`config.mk`:
```
export PLATFORM = sky130hd
export DESIGN_NAME = spw_port
export DESIGN_NICKNAME = d
export VERILOG_FILES = /design/src/include/spw_pkg.sv /design/src/rtl/spw_compand.sv /design/src/rtl/spw_port.sv
export VERILOG_INCLUDE_DIRS = /design/src /design/src/include
export SDC_FILE = /design/constraint.sdc
export NUM_CORES = 1
export LEC_CHECK = 0
export BUFFER_PORTS_ARGS = -buffer_cell sky130_fd_sc_hd__buf_2
export CORE_MARGIN = 2
export CORE_UTILIZATION = 35
export CTS_CLUSTER_DIAMETER = 60
export DETAILED_ROUTE_END_ITERATION = 8
export HOLD_SLACK_MARGIN = 0.03
export SYNTH_ARGS = -nofsm -noshare
export SYNTH_HDL_FRONTEND = slang
export SYNTH_SLANG_ARGS = --single-unit
```
`constraint.sdc`:
```
create_clock -name pclk -period 5.2 [get_ports pclk]
set_clock_uncertainty 0.05 [all_clocks]
set_input_delay 1.04 -clock pclk [delete_from_list [all_inputs] [get_ports pclk]]
set_output_delay 1.04 -clock pclk [all_outputs]
set_load 0.01 [all_outputs]
```
`src/include/spw_defs.svh`:
```
// Purpose: offsets, field positions, reset values and companding limits
// Assumes: APB byte addresses, one 32-bit word per register
// Notes: field ranges are used as part-selects
// Operation
// - Low-bit-first select picks serial bit order
// - Merge packs two short words per buffer word
// - First word in bits 15-0, second 31-16
// - Merged mode signals once per 32-bit word
// - Linear receive sign-extends or zero-fills by format
// - Transmit sends only the significant bits
// - B zero-fills when A compands, standard mode
// - Multichannel B uses multichannel format bit 0
// - Only A compands; even compress, odd expand
// - A-law or mu-law chosen per port
// - Expanded receive word is sign-extended linear value
// - Compressing transmit write leaves zero-filled 8-bit code
// - Compression saturates at the law maximum
// - In-place compression via transmit buffer write
// - In-place expansion via receive buffer write
// - One serial clock times both data lines
// - Serial clock is pclk over 4(divisor+1)
// - Frame sync every frame period plus one
// - Frame counter counts internal or external clock
// - Frame sync serves the configured data direction
// - Word length field holds length minus one
// - Internal clock select drives pin, else input
// - Zero frame period keeps frame sync active
`ifndef SPW_DEFS_SVH
`define SPW_DEFS_SVH
`define SPW_OFF_CTRL 8'h00
`define SPW_OFF_DIV 8'h04
`define SPW_OFF_TXA 8'h08
`define SPW_OFF_TXB 8'h0C
`define SPW_OFF_RXA 8'h10
`define SPW_OFF_RXB 8'h14
`define SPW_OFF_STAT 8'h18
`define SPW_B_ENA 0
`define SPW_B_ENB 1
`define SPW_B_XMIT 2
`define SPW_B_INTERNAL_CLOCK_SELECT 3
`define SPW_B_IFS 4
`define SPW_B_LOW_BIT_FIRST_SELECT 5
`define SPW_B_MERGE 6
`define SPW_B_MC 7
`define SPW_F_FMT 9:8
`define SPW_F_MCFMT 11:10
`define SPW_F_WLEN 16:12
`define SPW_F_CDIV 15:1
`define SPW_F_FPER 31:16
`define SPW_CTRL_RST 32'h0001_F000
`define SPW_DIV_RST 32'h0000_0000
`define SPW_ALAW_MAX 32'h0000_0FFF
`define SPW_MULAW_MAX 32'h0000_1FDE
`define SPW_MULAW_BIAS 14'h0021
`define SPW_ALAW_XOR 8'h55
`endif

```
`src/include/spw_pkg.sv`:
```
// Purpose: shared types of the serial port word block
// Assumes: nothing
// Notes: constants live in spw_defs.svh
package spw_pkg;
  typedef logic [31:0] spw_word_t;
  typedef enum logic {SPW_IDLE, SPW_SHIFT} spw_state_e;
endpackage

```
`src/rtl/spw_compand.sv`:
```
// Purpose: G.711 A-law and mu-law compressor and expander
// Assumes: two's complement linear data
// Notes: purely combinational
`timescale 1ns/10ps
`include "spw_defs.svh"

module spw_compand (
  input wire logic law_a, // 1 A-law, 0 mu-law
  input wire spw_pkg::spw_word_t lin_in, // Linear value to compress
  output logic [7:0] code_out, // Compressed code
  input wire logic [7:0] code_in, // Code to expand
  output spw_pkg::spw_word_t lin_out // Expanded linear value
);
  import spw_pkg::*;

  logic neg;
  spw_word_t mag;
  logic [13:0] m;
  logic [2:0] ex;
  logic [3:0] mt;
  logic [7:0] c;
  logic [15:0] t;

  // ----------------------------------------
  // Compression
  // ----------------------------------------
  always_comb
  begin
    neg = lin_in[31];
    mag = neg ? (32'h0 - lin_in) : lin_in;
    ex = 3'h0;
    if (law_a)
    begin
      m = (mag > `SPW_ALAW_MAX) ? 14'(`SPW_ALAW_MAX) : mag[13:0];
      for (int i = 5; i <= 11; i++)
      begin
        if (m[i])
          ex = 3'(i - 4);
      end
      mt = (ex == 3'h0) ? m[4:1] : 4'(m >> ex);
      code_out = {!neg, ex, mt} ^ `SPW_ALAW_XOR;
    end
    else
    begin
      // Saturate first so the biased value stays inside 14 bits
      m = ((mag > `SPW_MULAW_MAX) ? 14'(`SPW_MULAW_MAX) : mag[13:0]) + `SPW_MULAW_BIAS;
      for (int i = 5; i <= 12; i++)
      begin
        if (m[i])
          ex = 3'(i - 5);
      end
      mt = 4'(m >> ({1'b0, ex} + 4'h1));
      code_out = ~{neg, ex, mt};
    end
  end

  // ----------------------------------------
  // Expansion
  // ----------------------------------------
  always_comb
  begin
    c = law_a ? (code_in ^ `SPW_ALAW_XOR) : ~code_in;
    t = 16'({1'b1, c[3:0], 1'b1}) << c[6:4];
    if (law_a)
      t = (c[6:4] == 3'h0) ? {11'h0, c[3:0], 1'b1} : (t >> 1);
    else
      t = t - 16'(`SPW_MULAW_BIAS);
    // Sign-extended result, right-justified
    lin_out = (law_a ? !c[7] : c[7]) ? (32'h0 - {16'h0, t}) : {16'h0, t};
  end

endmodule // spw_compand

```
`src/rtl/spw_port.sv`:
```
// Purpose: serial port word format, clock divider and frame sync
// Assumes: APB slave on pclk, standard early framing
// Notes: channel A may compand; channel B is linear only
`timescale 1ns/10ps
`include "spw_defs.svh"

module spw_port #(
  parameter int PORT_INDEX = 0 // Even index compresses, odd expands
) (
  input wire logic pclk, // Peripheral clock
  input wire logic presetn, // Async reset, active low
  input wire logic [7:0] paddr, // APB address
  input wire logic psel, // APB select
  input wire logic penable, // APB enable
  input wire logic pwrite, // APB direction
  input wire spw_pkg::spw_word_t pwdata, // APB write data
  output wire spw_pkg::spw_word_t prdata, // APB read data
  output wire logic pready, // APB ready
  output wire logic pslverr, // APB error
  input wire logic sclk_in, // Serial clock pin in
  output wire logic sclk_out, // Serial clock pin out
  output wire logic sclk_oe, // Serial clock drive enable
  input wire logic fs_in, // Frame sync pin in
  output wire logic fs_out, // Frame sync pin out
  output wire logic fs_oe, // Frame sync drive enable
  input wire logic [1:0] dat_in, // Data pins in, bit1 is B
  output wire logic [1:0] dat_out, // Data pins out
  output wire logic [1:0] dat_oe, // Data drive enables
  output wire logic [1:0] tx_evt, // Word taken from transmit buffer
  output wire logic [1:0] rx_evt // Word written to receive buffer
);
  import spw_pkg::*;

  localparam logic CAN_COMP = (PORT_INDEX % 2) == 0;

  spw_word_t ctrl_q, div_q, prdata_q;
  logic pready_q, pslverr_q;
  logic en_a, en_b, en_any, xmit, internal_clock_select, ifs, low_bit_first_select, merge, mc;
  logic [1:0] fmt, mcfmt;
  logic [4:0] wlen, idx, bcnt_q;
  logic [14:0] cdiv;
  logic [15:0] fper, hcnt_q, fcnt_q;
  logic acc, hit, wr_go, rd_go;
  logic sclk_q, sclk_oe_q, fs_q, fs_oe_q;
  logic ck_s1, ck_s2, ck_s3, fs_s1, fs_s2;
  logic [1:0] din_s1, din_s2;
  logic rise_tick, fall_tick, fs_seen, start, last;
  spw_state_e st_q;
  logic [7:0] enc_code, dec_in, rx_low_a;
  spw_word_t dec_lin, mask_w;
  wire spw_word_t tbuf_w [2];
  wire spw_word_t rbuf_w [2];
  wire [1:0] tfull_w, rfull_w;

  assign en_a = ctrl_q[`SPW_B_ENA];
  assign en_b = ctrl_q[`SPW_B_ENB];
  assign en_any = en_a || en_b;
  assign xmit = ctrl_q[`SPW_B_XMIT];
  assign internal_clock_select = ctrl_q[`SPW_B_INTERNAL_CLOCK_SELECT];
  assign ifs = ctrl_q[`SPW_B_IFS];
  assign low_bit_first_select = ctrl_q[`SPW_B_LOW_BIT_FIRST_SELECT];
  assign merge = ctrl_q[`SPW_B_MERGE];
  assign mc = ctrl_q[`SPW_B_MC];
  assign fmt = ctrl_q[`SPW_F_FMT];
  assign mcfmt = ctrl_q[`SPW_F_MCFMT];
  assign wlen = ctrl_q[`SPW_F_WLEN];
  assign cdiv = div_q[`SPW_F_CDIV];
  assign fper = div_q[`SPW_F_FPER];
  assign mask_w = ~(32'hFFFF_FFFE << wlen);

  function automatic spw_word_t put_bit(spw_word_t w, logic [4:0] i, logic b);
    w[i] = b;
    return w;
  endfunction

  // Right-justified word widened to 32 bits
  function automatic spw_word_t extend(spw_word_t w, logic [4:0] n, logic s);
    spw_word_t mk;
    mk = ~(32'hFFFF_FFFE << n);
    return (s && w[n]) ? (w | ~mk) : (w & mk);
  endfunction

  // ----------------------------------------
  // APB slave
  // ----------------------------------------
  // One wait state: ready follows the first access cycle
  assign acc = psel && penable && !pready_q;
  assign wr_go = psel && penable && pready_q && pwrite && hit;
  assign rd_go = psel && penable && pready_q && !pwrite && hit;
  assign hit = (paddr == `SPW_OFF_CTRL) || (paddr == `SPW_OFF_DIV) ||
               (paddr == `SPW_OFF_TXA) || (paddr == `SPW_OFF_TXB) ||
               (paddr == `SPW_OFF_RXA) || (paddr == `SPW_OFF_RXB) ||
               (paddr == `SPW_OFF_STAT);

  always_ff @(posedge pclk or negedge presetn)
  begin
    if (!presetn)
    begin
      pready_q <= 1'b0;
      pslverr_q <= 1'b0;
      prdata_q <= '0;
    end
    else
    begin
      pready_q <= acc;
      pslverr_q <= acc && !hit;
      if (acc && !pwrite)
      begin
        unique case (paddr)
          `SPW_OFF_CTRL: prdata_q <= ctrl_q;
          `SPW_OFF_DIV: prdata_q <= div_q;
          `SPW_OFF_TXA: prdata_q <= tbuf_w[0];
          `SPW_OFF_TXB: prdata_q <= tbuf_w[1];
          `SPW_OFF_RXA: prdata_q <= rbuf_w[0];
          `SPW_OFF_RXB: prdata_q <= rbuf_w[1];
          `SPW_OFF_STAT: prdata_q <= {27'h0, st_q == SPW_SHIFT, rfull_w, tfull_w};
          default: prdata_q <= '0;
        endcase
      end
    end
  end

  always_ff @(posedge pclk or negedge presetn)
  begin
    if (!presetn)
    begin
      ctrl_q <= `SPW_CTRL_RST;
      div_q <= `SPW_DIV_RST;
    end
    else if (wr_go && paddr == `SPW_OFF_CTRL)
      ctrl_q <= pwdata;
    else if (wr_go && paddr == `SPW_OFF_DIV)
      div_q <= pwdata & 32'hFFFF_FFFE;
  end

  assign prdata = prdata_q;
  assign pready = pready_q;
  assign pslverr = pslverr_q;

  // ----------------------------------------
  // Serial clock
  // ----------------------------------------
  // Half period of 2*(divisor+1) pclk cycles
  always_ff @(posedge pclk or negedge presetn)
  begin
    if (!presetn)
    begin
      hcnt_q <= '0;
      sclk_q <= 1'b0;
    end
    else if (!en_any || !internal_clock_select)
    begin
      hcnt_q <= {cdiv, 1'b1};
      sclk_q <= 1'b0;
    end
    else if (hcnt_q == 16'h0)
    begin
      hcnt_q <= {cdiv, 1'b1};
      sclk_q <= !sclk_q;
    end
    else
      hcnt_q <= hcnt_q - 16'h1;
  end

  // Pins cross into pclk through two flops before any use
  always_ff @(posedge pclk or negedge presetn)
  begin
    if (!presetn)
    begin
      ck_s1 <= 1'b0;
      ck_s2 <= 1'b0;
      ck_s3 <= 1'b0;
      fs_s1 <= 1'b0;
      fs_s2 <= 1'b0;
      din_s1 <= 2'h0;
      din_s2 <= 2'h0;
      sclk_oe_q <= 1'b0;
    end
    else
    begin
      ck_s1 <= sclk_in;
      ck_s2 <= ck_s1;
      ck_s3 <= ck_s2;
      fs_s1 <= fs_in;
      fs_s2 <= fs_s1;
      din_s1 <= dat_in;
      din_s2 <= din_s1;
      sclk_oe_q <= en_any && internal_clock_select;
    end
  end

  // One tick pair times both data lines
  assign rise_tick = en_any && (internal_clock_select ? (hcnt_q == 16'h0 && !sclk_q) : (ck_s2 && !ck_s3));
  assign fall_tick = en_any && (internal_clock_select ? (hcnt_q == 16'h0 && sclk_q) : (!ck_s2 && ck_s3));

  assign sclk_out = sclk_q;
  assign sclk_oe = sclk_oe_q;

  // ----------------------------------------
  // Frame sync
  // ----------------------------------------
  always_ff @(posedge pclk or negedge presetn)
  begin
    if (!presetn)
    begin
      fcnt_q <= '0;
      fs_q <= 1'b0;
      fs_oe_q <= 1'b0;
    end
    else
    begin
      fs_oe_q <= en_any && ifs;
      if (!en_any || !ifs)
      begin
        fcnt_q <= fper;
        fs_q <= 1'b0;
      end
      else if (rise_tick)
      begin
        if (fcnt_q == 16'h0)
        begin
          fcnt_q <= fper;
          fs_q <= 1'b1;
        end
        else
        begin
          fcnt_q <= fcnt_q - 16'h1;
          fs_q <= 1'b0;
        end
      end
    end
  end

  assign fs_out = fs_q;
  assign fs_oe = fs_oe_q;
  assign fs_seen = ifs ? fs_q : fs_s2;

  // ----------------------------------------
  // Bit sequencer
  // ----------------------------------------
  // Frame sync starts a word in whichever direction is set
  assign last = st_q == SPW_SHIFT && bcnt_q == wlen;
  assign start = rise_tick && fs_seen && (st_q == SPW_IDLE || last);
  assign idx = low_bit_first_select ? bcnt_q : wlen - bcnt_q;

  always_ff @(posedge pclk or negedge presetn)
  begin
    if (!presetn)
    begin
      st_q <= SPW_IDLE;
      bcnt_q <= '0;
    end
    else if (!en_any)
      st_q <= SPW_IDLE;
    else if (rise_tick)
    begin
      unique case (st_q)
        SPW_IDLE:
        begin
          if (start)
          begin
            st_q <= SPW_SHIFT;
            bcnt_q <= '0;
          end
        end
        SPW_SHIFT:
        begin
          if (start)
            bcnt_q <= '0;
          else if (last)
            st_q <= SPW_IDLE;
          else
            bcnt_q <= bcnt_q + 5'h1;
        end
      endcase
    end
  end

  // ----------------------------------------
  // Companding
  // ----------------------------------------
  // Disabled port means the expander serves buffer writes in place
  assign dec_in = en_any ? rx_low_a : pwdata[7:0];

  spw_compand u_cmp (
    .law_a(fmt[0]),
    .lin_in(pwdata),
    .code_out(enc_code),
    .code_in(dec_in),
    .lin_out(dec_lin)
  );

  // ----------------------------------------
  // Channels
  // ----------------------------------------
  for (genvar ch = 0; ch < 2; ch++)
  begin : g_ch
    localparam logic [7:0] TX_OFF = (ch == 0) ? `SPW_OFF_TXA : `SPW_OFF_TXB;
    localparam logic [7:0] RX_OFF = (ch == 0) ? `SPW_OFF_RXA : `SPW_OFF_RXB;
    localparam logic A_CH = ch == 0;
    logic en_ch, sx, tx_go;
    spw_word_t tbuf_q, txw_q, rbuf_q, rsh_q, rnow, fv, cur;
    logic [15:0] racc_q;
    logic tfull_q, rfull_q, thalf_q, rhalf_q, dout_q, doe_q, tevt_q, revt_q;

    assign en_ch = A_CH ? en_a : en_b;
    assign tx_go = start && xmit && en_ch && !(merge && thalf_q);
    assign rnow = put_bit(rsh_q, idx, din_s2[ch]);
    assign sx = (!A_CH && mc) ? mcfmt[0] : (!fmt[1] && fmt[0]);
    assign fv = (A_CH && !CAN_COMP && fmt[1]) ? dec_lin : extend(rnow, wlen, sx);
    // Second half of a merged word comes from the upper bits
    assign cur = !merge ? txw_q : {16'h0, thalf_q ? txw_q[15:0] : txw_q[31:16]};

    if (A_CH)
    begin : g_a
      assign rx_low_a = rnow[7:0];
    end

    always_ff @(posedge pclk or negedge presetn)
    begin
      if (!presetn)
      begin
        tbuf_q <= '0;
        tfull_q <= 1'b0;
      end
      else if (wr_go && paddr == TX_OFF)
      begin
        tbuf_q <= (A_CH && CAN_COMP && fmt[1]) ? {24'h0, enc_code} : pwdata;
        tfull_q <= 1'b1;
      end
      else if (tx_go)
        tfull_q <= 1'b0;
    end

    always_ff @(posedge pclk or negedge presetn)
    begin
      if (!presetn)
      begin
        txw_q <= '0;
        thalf_q <= 1'b0;
        tevt_q <= 1'b0;
      end
      else
      begin
        tevt_q <= tx_go && tfull_q;
        if (!en_ch)
          thalf_q <= 1'b0;
        else if (start && xmit)
        begin
          if (merge && thalf_q)
            thalf_q <= 1'b0;
          else
          begin
            // Empty buffer sends zeros rather than stale data
            txw_q <= tfull_q ? tbuf_q : '0;
            thalf_q <= merge;
          end
        end
      end
    end

    always_ff @(posedge pclk or negedge presetn)
    begin
      if (!presetn)
      begin
        dout_q <= 1'b0;
        doe_q <= 1'b0;
      end
      else
      begin
        doe_q <= en_ch && xmit;
        if (fall_tick && st_q == SPW_SHIFT)
          dout_q <= cur[idx];
      end
    end

    always_ff @(posedge pclk or negedge presetn)
    begin
      if (!presetn)
      begin
        rsh_q <= '0;
        racc_q <= '0;
        rbuf_q <= '0;
        rfull_q <= 1'b0;
        rhalf_q <= 1'b0;
        revt_q <= 1'b0;
      end
      else
      begin
        revt_q <= 1'b0;
        if (rd_go && paddr == RX_OFF)
          rfull_q <= 1'b0;
        if (!en_ch)
          rhalf_q <= 1'b0;
        if (wr_go && paddr == RX_OFF && !en_any)
          rbuf_q <= (A_CH && !CAN_COMP && fmt[1]) ? dec_lin : pwdata;
        if (rise_tick && st_q == SPW_SHIFT && en_ch && !xmit)
        begin
          rsh_q <= rnow;
          if (last && merge && !rhalf_q)
          begin
            racc_q <= fv[15:0];
            rhalf_q <= 1'b1;
          end
          else if (last)
          begin
            rbuf_q <= merge ? {fv[15:0], racc_q} : fv;
            rfull_q <= 1'b1;
            rhalf_q <= 1'b0;
            revt_q <= 1'b1;
          end
        end
      end
    end

    assign dat_out[ch] = dout_q;
    assign dat_oe[ch] = doe_q;
    assign tx_evt[ch] = tevt_q;
    assign rx_evt[ch] = revt_q;
    assign tbuf_w[ch] = tbuf_q;
    assign rbuf_w[ch] = rbuf_q;
    assign tfull_w[ch] = tfull_q;
    assign rfull_w[ch] = rfull_q;

    if (A_CH)
    begin : g_ast_a
      AST_TX_COMP: assert property (@(posedge pclk) disable iff (!presetn)
        wr_go && paddr == TX_OFF && CAN_COMP && fmt[1]
        |=> tbuf_q[31:8] == 24'h0 && tbuf_q[7:0] == $past(enc_code))
        else $error("compressed write not reduced to a zero-filled code");
      AST_LSB_ORDER: assert property (@(posedge pclk) disable iff (!presetn)
        fall_tick && st_q == SPW_SHIFT && low_bit_first_select |=> dout_q == $past(cur[bcnt_q]))
        else $error("low-bit-first order not followed");
      AST_MERGE_ONCE: assert property (@(posedge pclk) disable iff (!presetn)
        rise_tick && last && merge && !rhalf_q && en_ch && !xmit |=> !revt_q && rhalf_q)
        else $error("event raised for first half of merged word");
      AST_TX_SPLIT: assert property (@(posedge pclk) disable iff (!presetn)
        tx_go && merge |=> thalf_q && tevt_q == $past(tfull_q))
        else $error("merged transmit word not split in two");
    end
    else
    begin : g_ast_b
      AST_RXB_FILL: assert property (@(posedge pclk) disable iff (!presetn)
        revt_q && !mc && fmt[1] && !merge |-> (rbuf_q & ~mask_w) == 32'h0)
        else $error("channel B did not zero-fill during companding");
    end
  end

  // ----------------------------------------
  // Checks
  // ----------------------------------------
  AST_DIV_HALF: assert property (@(posedge pclk) disable iff (!presetn)
    en_any && internal_clock_select && hcnt_q == 16'h0 ##1 en_any && internal_clock_select
    |-> sclk_q != $past(sclk_q) && hcnt_q == {$past(cdiv), 1'b1})
    else $error("serial clock half period wrong");
  AST_EXT_CLK: assert property (@(posedge pclk) disable iff (!presetn)
    !internal_clock_select ##1 !internal_clock_select |-> !sclk_oe_q && !sclk_q)
    else $error("clock pin driven while external clock selected");
  AST_FS_PERIOD: assert property (@(posedge pclk) disable iff (!presetn)
    en_any && ifs && rise_tick && fcnt_q == 16'h0 |=> fs_q && fcnt_q == $past(fper))
    else $error("frame sync not issued at period end");
  AST_FS_CONT: assert property (@(posedge pclk) disable iff (!presetn)
    en_any && ifs && fper == 16'h0 && rise_tick ##1 en_any && ifs |-> fs_q)
    else $error("frame sync dropped with zero period");
  AST_RESTART: assert property (@(posedge pclk) disable iff (!presetn)
    !en_any ##1 !en_any |-> hcnt_q == {$past(cdiv), 1'b1} && fcnt_q == $past(fper) && !fs_q)
    else $error("counters not reloaded while disabled");

endmodule // spw_port

```
# After elaboration in Yosys (flattened, before gate mapping)
# Cells that the tools add are included.
[totals]
register_bits = 452
in_bits = 49
wordCells = 288
output_inout_bits = 46
[op_classes]
reduce_logical = 94
shifts = 3
n_eq_ne = 12
n_mux = 109
magnitude_cmp = 5
addsub = 7
bitwise_logic = 12
[op_table]
columns = ["operator", "count"]
rows = [
  ["2-to-1 mux 32 bit", 18],
  ["one-hot mux 32 bit (7 select lines)", 1],
  ["2-to-1 mux 16 bit", 7],
  ["bitwise AND 32 bit", 2],
  ["bitwise mux 32 bit", 2],
  ["inverter 32 bit", 2],
  ["OR 32 bit", 2],
  ["logical AND 1 bit", 54],
  ["2-to-1 mux 1 bit", 52],
  ["greater-than comparator 32 x 12 -> 1 bit, second input constant", 1],
  ["greater-than comparator 32 x 13 -> 1 bit, second input constant", 1],
  ["logical NOT 16 bit", 2],
  ["<< shifter 32 x 5 -> 32 bit, first input constant", 1],
  ["subtractor 1 x 32 -> 32 bit, first input constant", 1],
  ["subtractor 16 x 1 -> 16 bit, second input constant", 2],
  ["2-to-1 mux 3 bit", 10],
  ["2-to-1 mux 14 bit", 2],
  ["== test 8 x 5 -> 1 bit, second input constant", 3],
  ["binary-select mux 1 bit (select 5 bit)", 4],
  ["2-to-1 mux 5 bit", 4],
  ["== test 8 x 4 -> 1 bit, second input constant", 2],
  ["logical NOT 1 bit", 16],
  ["adder 14 x 6 -> 14 bit, second input constant", 1],
  [">> shifter 14 x 3 -> 4 bit", 1],
  ["27 further kinds", 51],
]

# Depth between registers and ports, before layout
# Gate-level depths: netlist of run 1.
[depth]
word_depth = 18
ltp_mapped = 24
mapped_depth_nobuf = 20

# Cells and area by module
# Synthesis of run 1 repeated with hierarchy kept, for this count alone.
[unflattened]
hier_cells = 3282
area_unflattened_um2 = 28548.6
[by_module_without_submodules]
columns = ["module", "instances", "area_each_um2", "cells_per_inst", "seq_area_each_um2"]
rows = [
  ["spw_port", 1, 25037.8, 2749, 11317.1],
  ["spw_compand", 1, 3510.9, 533, 0.0],
]

# Worst setup path before layout of run 1
# No wires, ideal clock.
[synth_timing]
kind = "in2reg"
start = "input pwdata[0]"
end = "register g_ch[0].tbuf_q[3]"
path_buffers = 3
setup_slack_ns = -1.000
stages = 23
t_arrival_ns = 6.022
required_time_ns = 5.021
path_cell_list = "inv_1 > ha_1 > or4b_2 > nor4_2 > a211oi_1 > a31o_2 > nor4_4 > and4_1 > buf_6 > buf_2 > nand2_1 > nor2_1 > ha_1 > clkbuf_1 > inv_1 > o21ai_0 > a21oi_1 > and2_1 > or4_4 > nand3_2 > mux2_2 > a221oi_1 > a21oi_1"
[synth_between]
elab_chain_cells = 18
word_cells_on_any_way = 31
classes_between = "3 x add/sub; 2 x order compare; 2 x shift; 22 x mux; 1 x bitwise; 1 x reduce/logical"
[synth_lines]
columns = ["element", "line_no", "rtl"]
rows = [
  ["start: declaration", "spw_port.sv:16", "input wire spw_pkg::spw_word_t pwdata,"],
  ["subtractor 1 x 32 -> 32 bit", "spw_compand.sv:30", "mag = neg ? (32'h0 - lin_in) : lin_in;"],
  ["2-to-1 mux 32 bit (*)", "spw_compand.sv:30", ""],
  ["greater-than comparator 32 x 13 -> 1 bit (no line)", "n/a", ""],
  ["2-to-1 mux 14 bit", "spw_compand.sv:46", "m = ((mag > `SPW_MULAW_MAX) ? 14'(`SPW_MULAW_MAX) : mag[13:0]) + `SPW_MULAW_BIAS;"],
  ["adder 14 x 6 -> 14 bit (no line)", "n/a", ""],
  ["2-to-1 mux 1 bit", "spw_compand.sv:49", "if (m[i])"],
  ["2-to-1 mux 2 bit (2 in series)", "spw_compand.sv:49", ""],
  ["2-to-1 mux 3 bit (4 in series)", "spw_compand.sv:49", ""],
  ["2-to-1 mux 3 bit", "spw_compand.sv:32", "if (law_a)"],
  ["adder 3 x 1 -> 4 bit", "spw_compand.sv:52", "mt = 4'(m >> ({1'b0, ex} + 4'h1));"],
  [">> shifter 14 x 4 -> 4 bit", "spw_compand.sv:52", ""],
  ["inverter 8 bit", "spw_compand.sv:53", "code_out = ~{neg, ex, mt};"],
  ["2-to-1 mux 8 bit (*)", "spw_compand.sv:32", ""],
  ["2-to-1 mux 32 bit (*)", "spw_port.sv:328", "tbuf_q <= (A_CH && CAN_COMP && fmt[1]) ? {24'h0, enc_code} : pwdata;"],
  ["end signal: assignment", "spw_port.sv:328", ""],
  ["end: declaration", "spw_port.sv:302", "spw_word_t tbuf_q, txw_q, rbuf_q, rsh_q, rnow, fv, cur;"],
]
# Mark *: on every way between the ends. The rest lies on a longest branch, timed or not. The select of a mux whose other input is x is not followed.
# A chain may end at the register's enable or synchronous reset.

# Worst setup path in the final report of run 1
[layout_timing]
start = "register ctrl_q[12]"
end = "register g_ch[1].rbuf_q[31]"
[layout_between]
elab_chain_cells = 15
word_cells_on_any_way = 25
classes_between = "1 x add/sub; 2 x order compare; 1 x eq/ne; 1 x shift; 11 x mux; 4 x bitwise; 5 x reduce/logical"
[layout_lines]
columns = ["element", "line_no", "rtl"]
rows = [
  ["start: declaration", "spw_port.sv:36", "spw_word_t ctrl_q, div_q, prdata_q;"],
  ["start signal: assignment", "spw_port.sv:127", "ctrl_q <= `SPW_CTRL_RST;"],
  ["start signal: assignment", "spw_port.sv:131", "ctrl_q <= pwdata;"],
  ["subtractor 5 bit", "spw_port.sv:244", "assign idx = low_bit_first_select ? bcnt_q : wlen - bcnt_q;"],
  ["2-to-1 mux 5 bit", "spw_port.sv:244", ""],
  ["< comparator 5 x 6 -> 1 bit (not written as such) / >= comparator 5 x 1 -> 1 bit (equally long branches)", "spw_port.sv:72", "w[i] = b;"],
  ["logical AND 1 bit (not written as such)", "spw_port.sv:72", ""],
  ["2-to-1 mux 1 bit (not written as such)", "spw_port.sv:72", ""],
  ["demux 1 bit (select 5 bit)", "spw_port.sv:72", ""],
  ["bitwise mux 32 bit", "spw_port.sv:72", ""],
  ["binary-select mux 1 bit (select 5 bit)", "spw_port.sv:80", "return (s && w[n]) ? (w | ~mk) : (w & mk);"],
  ["2-to-1 mux 1 bit (not written as such)", "spw_port.sv:80", ""],
  ["logical AND 1 bit", "spw_port.sv:80", ""],
  ["2-to-1 mux 32 bit", "spw_port.sv:80", ""],
  ["2-to-1 mux 32 bit", "spw_port.sv:407", "rbuf_q <= merge ? {fv[15:0], racc_q} : fv;"],
  ["2-to-1 mux 32 bit", "spw_port.sv:405", "else if (last)"],
  ["2-to-1 mux 32 bit (*)", "spw_port.sv:400", "if (last && merge && !rhalf_q)"],
  ["2-to-1 mux 32 bit (*)", "spw_port.sv:397", "if (rise_tick && st_q == SPW_SHIFT && en_ch && !xmit)"],
  ["end signal: assignment", "spw_port.sv:396", "rbuf_q <= (A_CH && !CAN_COMP && fmt[1]) ? dec_lin : pwdata;"],
  ["end signal: assignment", "spw_port.sv:407", ""],
  ["end: declaration", "spw_port.sv:302", ""],
]
# Marked as above.

==> summary.txt, run 1 <==
Power
  – VDD IR max: 249.4 uV
  – Leak pwr: 14.39 nW
  – Pwr Density: 255.9 nW/um^2
  – Total power: 8.157 mW

Worst setup path
  – Buf+Inv Stages, Crit Path: 3
  – CP Max Fanout: 5
  – Worst path max stage delay: 0.77 ns
  – Critical path's top delay family: compound AO/OA/AOI/OAI gates
  – Sequence of cells on the critical path: inv_1 -> ha_1 -> inv_1 -> fa_1 -> a21o_1 -> a22o_1 -> or4_1 -> a21oi_1 -> a211o_1 -> nand3_1 -> mux2_2 -> o2111ai_1 -> o31ai_2 -> buf_4 -> o31ai_1 -> a32o_1 -> a21oi_1
  – Critical R2R Launch: ctrl_q[12]
  – Setup slack, reg-to-reg: 0.05 ns
  – Startpoint types: flop
  – Worst R2R Path Depth: 17
  – R2r endpoint: g_ch[1].rbuf_q[31]
  – Crit. Startpoint: ctrl_q[12]
  – Critical path depth in cells: 17
  – Slowest CP cell: o31ai_1
  – CP Data Arrival Time: 5.62 ns
  – CP endpoint kind: flop
  – Crit Path Class: reg -> reg
  – Setup crit end: g_ch[1].rbuf_q[31]
  – Worst Path Required: 5.67 ns

Place
  – Final HPWL DP: 80.06 mm
  – Cell Count Post-Placement: 4254
  – GP Congestion: 0.9815
  – Count of input and output buffers: 94

GRT
  – GRT Overall Usage: 0.2745
  – Grt ovf: 0
  – Number of global-route vias before repair: 24160
  – Initial antenna violation count: 5
  – Global-route wire length before repair: 162.1 mm
  – Pin count of the biggest net entering global routing: 107

Synthesis
  – Synth unique cells: 101
  – Post-synth ARST share: 1.000
  – Syn_area_per_cell: 8.613 sq um
  – Syn Inst Count: 3138
  – EDFF count, synth: 0
  – Top_reg_cell synth: dfrtp_1
  – Post-Syn Nets: 3199
  – #FFs+latches synth: 452
  – YS warnings: 0
  – Syn Std Cell Area: 27030 sq um
  – Sequential share of the synthesized area: 0.4187

Hold path
  – Worst Hold Class: reg -> reg
  – Min-Delay Startpoint: din_s1[1]

Clocking
  – Worst-Skew Late Latency: 0.64 ns
  – Root Driver: clkbuf_16
  – Hold-fix buffers, CTS: 0
  – H-tree levels: 2
  – Clk slew on worst S/H paths: 0.06 ns
  – CTS buffer count: 54
  – CTS tree: done
  – Total clock sinks: 452
  – Longest Clk Path Bufs: 3

Timing
  – Setup violators final: 0
  – Final min period: 5.146 ns
  – Final number of max-transition violations: 0
  – Crit share post-route: 0.9897
  – Worst slew pin tran: 1.195 ns
  – Max Clk Rate: 0.1943 GHz
  – Hold Vio Cnt, Final: 0
  – Fin Hold WS: 0.3013 ns
  – Slew headroom: 0.2030

Detailed routing
  – Number of remaining DRC errors: 0
  – Antenna-violating nets left: 0
  – Via density: 5.876
  – Detailed Route WL: 109.7 mm
  – Initial drt markers: 3086
  – Pre-antenna DRT Iters: 6
  – Wire per inst: 25.19 um
  – DR vias: 25590

Layout
  – Share of layout cells above drive strength 1: 0.2015
  – Area delta synth->final: 17.93%
  – Final #Nets: 3342
  – Antenna cells: 0
  – Finished Layout Cells: 4355

Floorplanning
  – Die height: 281.9 um
  – Row count: 101
  – Die width: 281.9 um
  – Die ar.: 79460 sq um
  – Core Area: 76200 sq um
  – I/O pin count: 95
  – Initial core utilization: 0.3547

Job
  – Max cap viols: 0

Outcome
  – Status: finished clean
-- per-layer routing --
metal | up-vias | GRT usage | wire length, um
met2 | 1261 | 0.4191 | 48200
met1 | 12590 | 0.3678 | 45360
li1 | 11510 | - | -
met3 | 233 | 0.07110 | 11080
met5 | - | 0 | 24
met4 | 4 | 0.1157 | 5055
-- stage by stage --
stage               cell area [sq um]  setup slack, ns    TNS [ns]    util
finish                          31870          0.05362           0  0.4183
global route                    31870       -0.0005693  -0.0005693  0.4183
CTS                             31790          0.04182           0  0.4171
detailed placement              29890          -0.4037      -1.652  0.3923
global placement                29890          -0.3423      -1.384  0.3923
floorplan                       27130          -0.4569      -1.646       -
-- cells in the final DEF (no fill, tap or decap), drive strengths merged, types with 14 or more instances in the layout --
cell	count
a21oi	168
o41ai	14
o21a	21
and3	30
and2	33
inv	44
buf	350
a21o	14
dfrtp	447
mux2i	125
clkbuf	76
o21ai	224
a211oi	23
clkinv	15
or3	25
nand3	148
a221oi	26
o211ai	24
mux4	21
nand2b	18
nand2	638
a31oi	51
nor2b	14
xnor2	32
o31ai	36
nor4	24
nor3	54
mux2	130
nand4	24
nor2	223
a22oi	26
-- flip-flops by register name (all words and copies together) (netlist names), 31 cells and up --
name	flops
g_ch.txw_q	64
prdata	32
div_q	31
g_ch.racc_q	32
g_ch.tbuf_q	64
ctrl_q	32
g_ch.rsh_q	64
g_ch.rbuf_q	64
-- layout make-up --
type / instances / area [sq um]
Multi-Input combinational cell: 2378 / 14680
Fill cell: 7589 / 44330
Tap cell: 1030 / 1289
Clock buffer: 76 / 1554
Timing Repair Buffer: 350 / 2517
Inverter: 45 / 181.4
Sequential cell: 452 / 11320
Clock inverter: 24 / 337.8
-- cells in the mapped netlist (25+ instances only) --
cell | n | share of area
nor2_1 | 223 | 0.031
nor3_1 | 52 | 0.0096
and3_1 | 30 | 0.0069
o21ai_0 | 219 | 0.041
a31oi_1 | 51 | 0.012
and2_1 | 32 | 0.0074
nand2_1 | 638 | 0.089
dfrtp_1 | 447 | 0.41
a21oi_1 | 167 | 0.031
or3_1 | 25 | 0.0058
mux2i_1 | 125 | 0.046
o31ai_1 | 36 | 0.010
a22oi_1 | 25 | 0.0069
nand3_1 | 146 | 0.027
a221oi_1 | 26 | 0.0084
mux2_2 | 128 | 0.053
inv_1 | 41 | 0.0057
xnor2_1 | 31 | 0.010
clkbuf_1 | 216 | 0.030
-- worst min-delay path by stage --
stage	to	slack, ns	depth (start not counted)
final	din_s2[1]	0.30	0
after global routing	fs_s2	0.31	0
after CTS	fs_s2	0.30	0
after detailed placement	fs_s2	0.29	0
after global placement	din_s2[0]	0.28	0
after floorplan	ck_s2	0.28	0
-- where the power goes --
group / total (mW) / internal, mW / switching [mW]
combinational: 0.594 / 0.188 / 0.405
sequential: 3.55 / 3.54 / 0.0182
clock: 4.01 / 2.36 / 1.65
-- cells by family after synthesis --
| family | Yosys count | synth area share |
|---|---|---|
| xor gates and xnor gates | 45 | 0.01486 |
| AOI/OAI and AO/OA | 755 | 0.1795 |
| buffers and inverters | 308 | 0.04579 |
| adders and majority gates | 12 | 0.005833 |
| muxes | 276 | 0.1180 |
| and+or+nand+nor | 1290 | 0.2173 |
| DFF | 452 | 0.4187 |
-- repair_timing --
| action | 4_1_cts | 5_1_grt |
|---|---|---|
| gates resized for setup | 0 | 16 |
| endpoints found under the setup margin | 0 | 55 |
| setup buffers | 0 | 1 |
Note: power is estimated with default switching activity, not from simulation.
==> run 2, diff against run 1 <==
- clock period: 5.2 -> 5 ns (I/O delays scaled with it)
==> summary.txt, run 2 (synthesis gave the netlist of run 1 again) <==
Hold path
  – Hold EP: din_s2[0] (was din_s2[1])
  – Worst Hold Class: reg -> reg (unchanged)
  – Min-Delay Startpoint: din_s1[0] (was din_s1[1])
  – Hold path depth: 0 (unchanged)

Power
  – Total power: 8.340 mW (was 8.157 mW)
  – Leak pwr: 14.67 nW (was 14.39 nW)
  – VDD IR max: 245.2 uV (was 249.4 uV)
  – Pwr Density: 257.0 nW/um^2 (was 255.9 nW/um^2)

Worst setup path
  – Worst R2R Path Depth: 17 (unchanged)
  – Worst Path Required: 5.47 ns (was 5.67 ns)
  – Startpoint types: flop (unchanged)
  – Slowest CP cell: o31ai_1 (unchanged)
  – CP Max Fanout: 8 (was 5)
  – Critical R2R Launch: ctrl_q[12] (unchanged)
  – R2r endpoint: g_ch[1].rbuf_q[26] (was g_ch[1].rbuf_q[31])
  – Sequence of cells on the critical path: inv_1 -> ha_1 -> inv_1 -> fa_1 -> a21o_1 -> a22o_1 -> or4_1 -> a21oi_2 -> a211oi_4 -> o31ai_1 -> nand3_1 -> a41oi_1 -> a2111oi_4 -> buf_4 -> o31ai_1 -> a32o_1 -> a21oi_1 (was inv_1 -> ha_1 -> inv_1 -> fa_1 -> a21o_1 -> a22o_1 -> or4_1 -> a21oi_1 -> a211o_1 -> nand3_1 -> mux2_2 -> o2111ai_1 -> o31ai_2 -> buf_4 -> o31ai_1 -> a32o_1 -> a21oi_1)
  – CP Data Arrival Time: 5.40 ns (was 5.62 ns)
  – Crit Path Class: reg -> reg (unchanged)
  – Worst path max stage delay: 0.87 ns (was 0.77 ns)
  – Setup slack, reg-to-reg: 0.06 ns (was 0.05 ns)
  – CP endpoint kind: flop (unchanged)

Detailed routing
  – DR vias: 26020 (was 25590)
  – Detailed Route WL: 109.5 mm (was 109.7 mm)
  – Initial drt markers: 3134 (was 3086)
  – Number of remaining DRC errors: 0 (unchanged)
  – Antenna-violating nets left: 0 (unchanged)
  – Via density: 5.891 (was 5.876)
  – Wire per inst: 24.80 um (was 25.19 um)
  – Pre-antenna DRT Iters: 8 (was 6)

GRT
  – GRT Overall Usage: 0.2740 (was 0.2745)
  – Number of global-route vias before repair: 24390 (was 24160)
  – Global-route wire length before repair: 162.1 mm (about the same)
  – Grt met2 use: 0.4127 (was 0.4191)
  – GR peak layer: met2 (unchanged)
  – Met1 GRT Util: 0.3781 (was 0.3678)
  – Pin count of the biggest net entering global routing: 99 (was 107)
  – Met3 Use GR: 0.05892 (was 0.07110)
  – Initial antenna violation count: 4 (was 5)
  – Grt ovf: 0 (unchanged)

Floorplanning
  – Initial core utilization: 0.3547 (unchanged)
  – Row count: 101 (unchanged)
  – Die width: 281.9 um (unchanged)
  – I/O pin count: 95 (unchanged)
  – Core Area: 76200 sq um (unchanged)
  – Die height: 281.9 um (unchanged)
  – Die ar.: 79460 sq um (unchanged)

Place
  – Final HPWL DP: 80.72 mm (was 80.06 mm)
  – GP Congestion: 1.005 (was 0.9815)
  – Count of input and output buffers: 94 (unchanged)
  – Cell Count Post-Placement: 4306 (was 4254)

Layout
  – Most common cell after layout, fill and taps aside: nand2_1 (unchanged)
  – Most frequent cells in the layout: 635 x nand2_1, 446 x dfrtp_1, 307 x buf_4, 220 x nor2_1, 218 x o21ai_0 (was 635 x nand2_1, 446 x dfrtp_1, 248 x buf_4, 221 x nor2_1, 218 x o21ai_0)
  – Share of layout cells above drive strength 1: 0.2238 (was 0.2015)
  – Finished Layout Cells: 4416 (was 4355)
  – Final #Nets: 3404 (was 3342)
  – Final Util: 0.4259 (was 0.4183)
  – Area delta synth->final: 20.08% (was 17.93%)
  – Fill count: 7622 (was 7589)

Clocking
  – H-tree levels: 2 (unchanged)
  – Root Driver: clkbuf_16 (unchanged)
  – CTS tree: done (unchanged)
  – Worst-Skew Late Latency: 0.64 ns (about the same)
  – Longest Clk Path Bufs: 3 (unchanged)
  – Clk slew on worst S/H paths: 0.06 ns (about the same)
  – Total clock sinks: 452 (unchanged)
  – CTS buffer count: 52 (was 54)

Timing
  – Final min period: 4.936 ns (was 5.146 ns)
  – RSZ-0062 raised after global routing: true
  – Crit share post-route: 0.9873 (was 0.9897)
  – Fin Hold WS: 0.2944 ns (was 0.3013 ns)
  – Worst slew pin tran: 1.156 ns (was 1.195 ns)
  – Slew headroom: 0.2264 (was 0.2030)
  – Final number of max-transition violations: 0 (unchanged)
  – Max Clk Rate: 0.2026 GHz (was 0.1943 GHz)
  – Hold Vio Cnt, Final: 0 (unchanged)
  – Setup violators final: 0 (unchanged)
  – TNS Setup: 0 ns (unchanged)

Outcome
  – Status: finished clean (unchanged)

Job
  – Max cap viols: 0 (unchanged)
==> run 2: changes by cell type in the layout (fill, tap and decap cells not counted), moves of 3 or more <==
cell / previous run / this run
a21oi_1: 164 / 161
diode_2: 0 / 3
buf_12: 9 / 13
a211oi_2: 0 / 3
nor4_2: 4 / 7
nor4_1: 17 / 14
a211oi_1: 22 / 19
o31ai_1: 34 / 29
buf_4: 248 / 307
o31ai_2: 2 / 7
==> run 2: worst max-delay path: cells and delay by family (launching register included) <==
kind,cells,cell delay (ns)
buf+inv,3,0.32
fa+ha+maj,2,0.57
compound gates,10,2.82
simple gates,2,0.69
flops,1,0.37
==> run 2: repair_timing <==
item / 4_1_cts / 5_1_grt
cloned: 0 / 0
pin swaps: 0 / 20
setup buffers: 0 / 13
hold buffers: 0 / 0
resized for setup: 2 / 43
setup endpoints to repair: 33 / 73
==> run 2: stage by stage <==
step                      cell area (sq um)  setup slack (ns)
after floorplan                       27140           -0.6169
after global placement                30340           -0.5649
after detailed placement              30340           -0.6151
after CTS                             32150           0.01684
after global routing                  32450          -0.09044
final                                 32450           0.06368
==> run 2: power by group <==
group	internal, mW	switching (mW)	leakage (nW)	total (mW)
sequential	3.68	0.0184	6.03	3.70
combinational	0.212	0.434	7.77	0.647
clock	2.32	1.68	0.876	4.00
total	6.21	2.13	14.7	8.34
==> run 2: worst max path at each step <==
stage / from / endpoint / slack (ns) / depth (start not counted)
floorplan: pwdata[5] / g_ch[0].tbuf_q[3] / -0.62 / 23
global placement: pwdata[1] / g_ch[0].tbuf_q[2] / -0.56 / 21
detailed placement: pwdata[1] / g_ch[0].tbuf_q[1] / -0.62 / 21
CTS: ctrl_q[12] / g_ch[1].racc_q[12] / 0.02 / 16
global route: ctrl_q[12] / g_ch[1].rbuf_q[31] / -0.09 / 17
finish: ctrl_q[12] / g_ch[1].rbuf_q[26] / 0.06 / 17
==> run 2: area by class of cell <==
| class | instances | area (sq um) | share of cell area |
|---|---|---|---|
| flip-flops and latches | 452 | 11320 | 0.3487 |
| diodes | 3 | 7.507 | 0.0002313 |
| multi-input cells | 2378 | 14820 | 0.4567 |
| repair buffers | 414 | 3045 | 0.09384 |
| clock inverters | 22 | 295.3 | 0.009098 |
| clock buffers | 72 | 1496 | 0.04611 |
| well taps | 1030 | 1289 | 0.03971 |
| inverters | 45 | 181.4 | 0.005590 |
==> run 2: metal layers <==
layer | part of all wire | up-vias | routed length, um
met5 | 0 | - | 0
met3 | 0.10 | 261 | 11040
li1 | - | 11650 | -
met1 | 0.41 | 12710 | 45220
met4 | 0.051 | 0 | 5601
met2 | 0.44 | 1394 | 47670
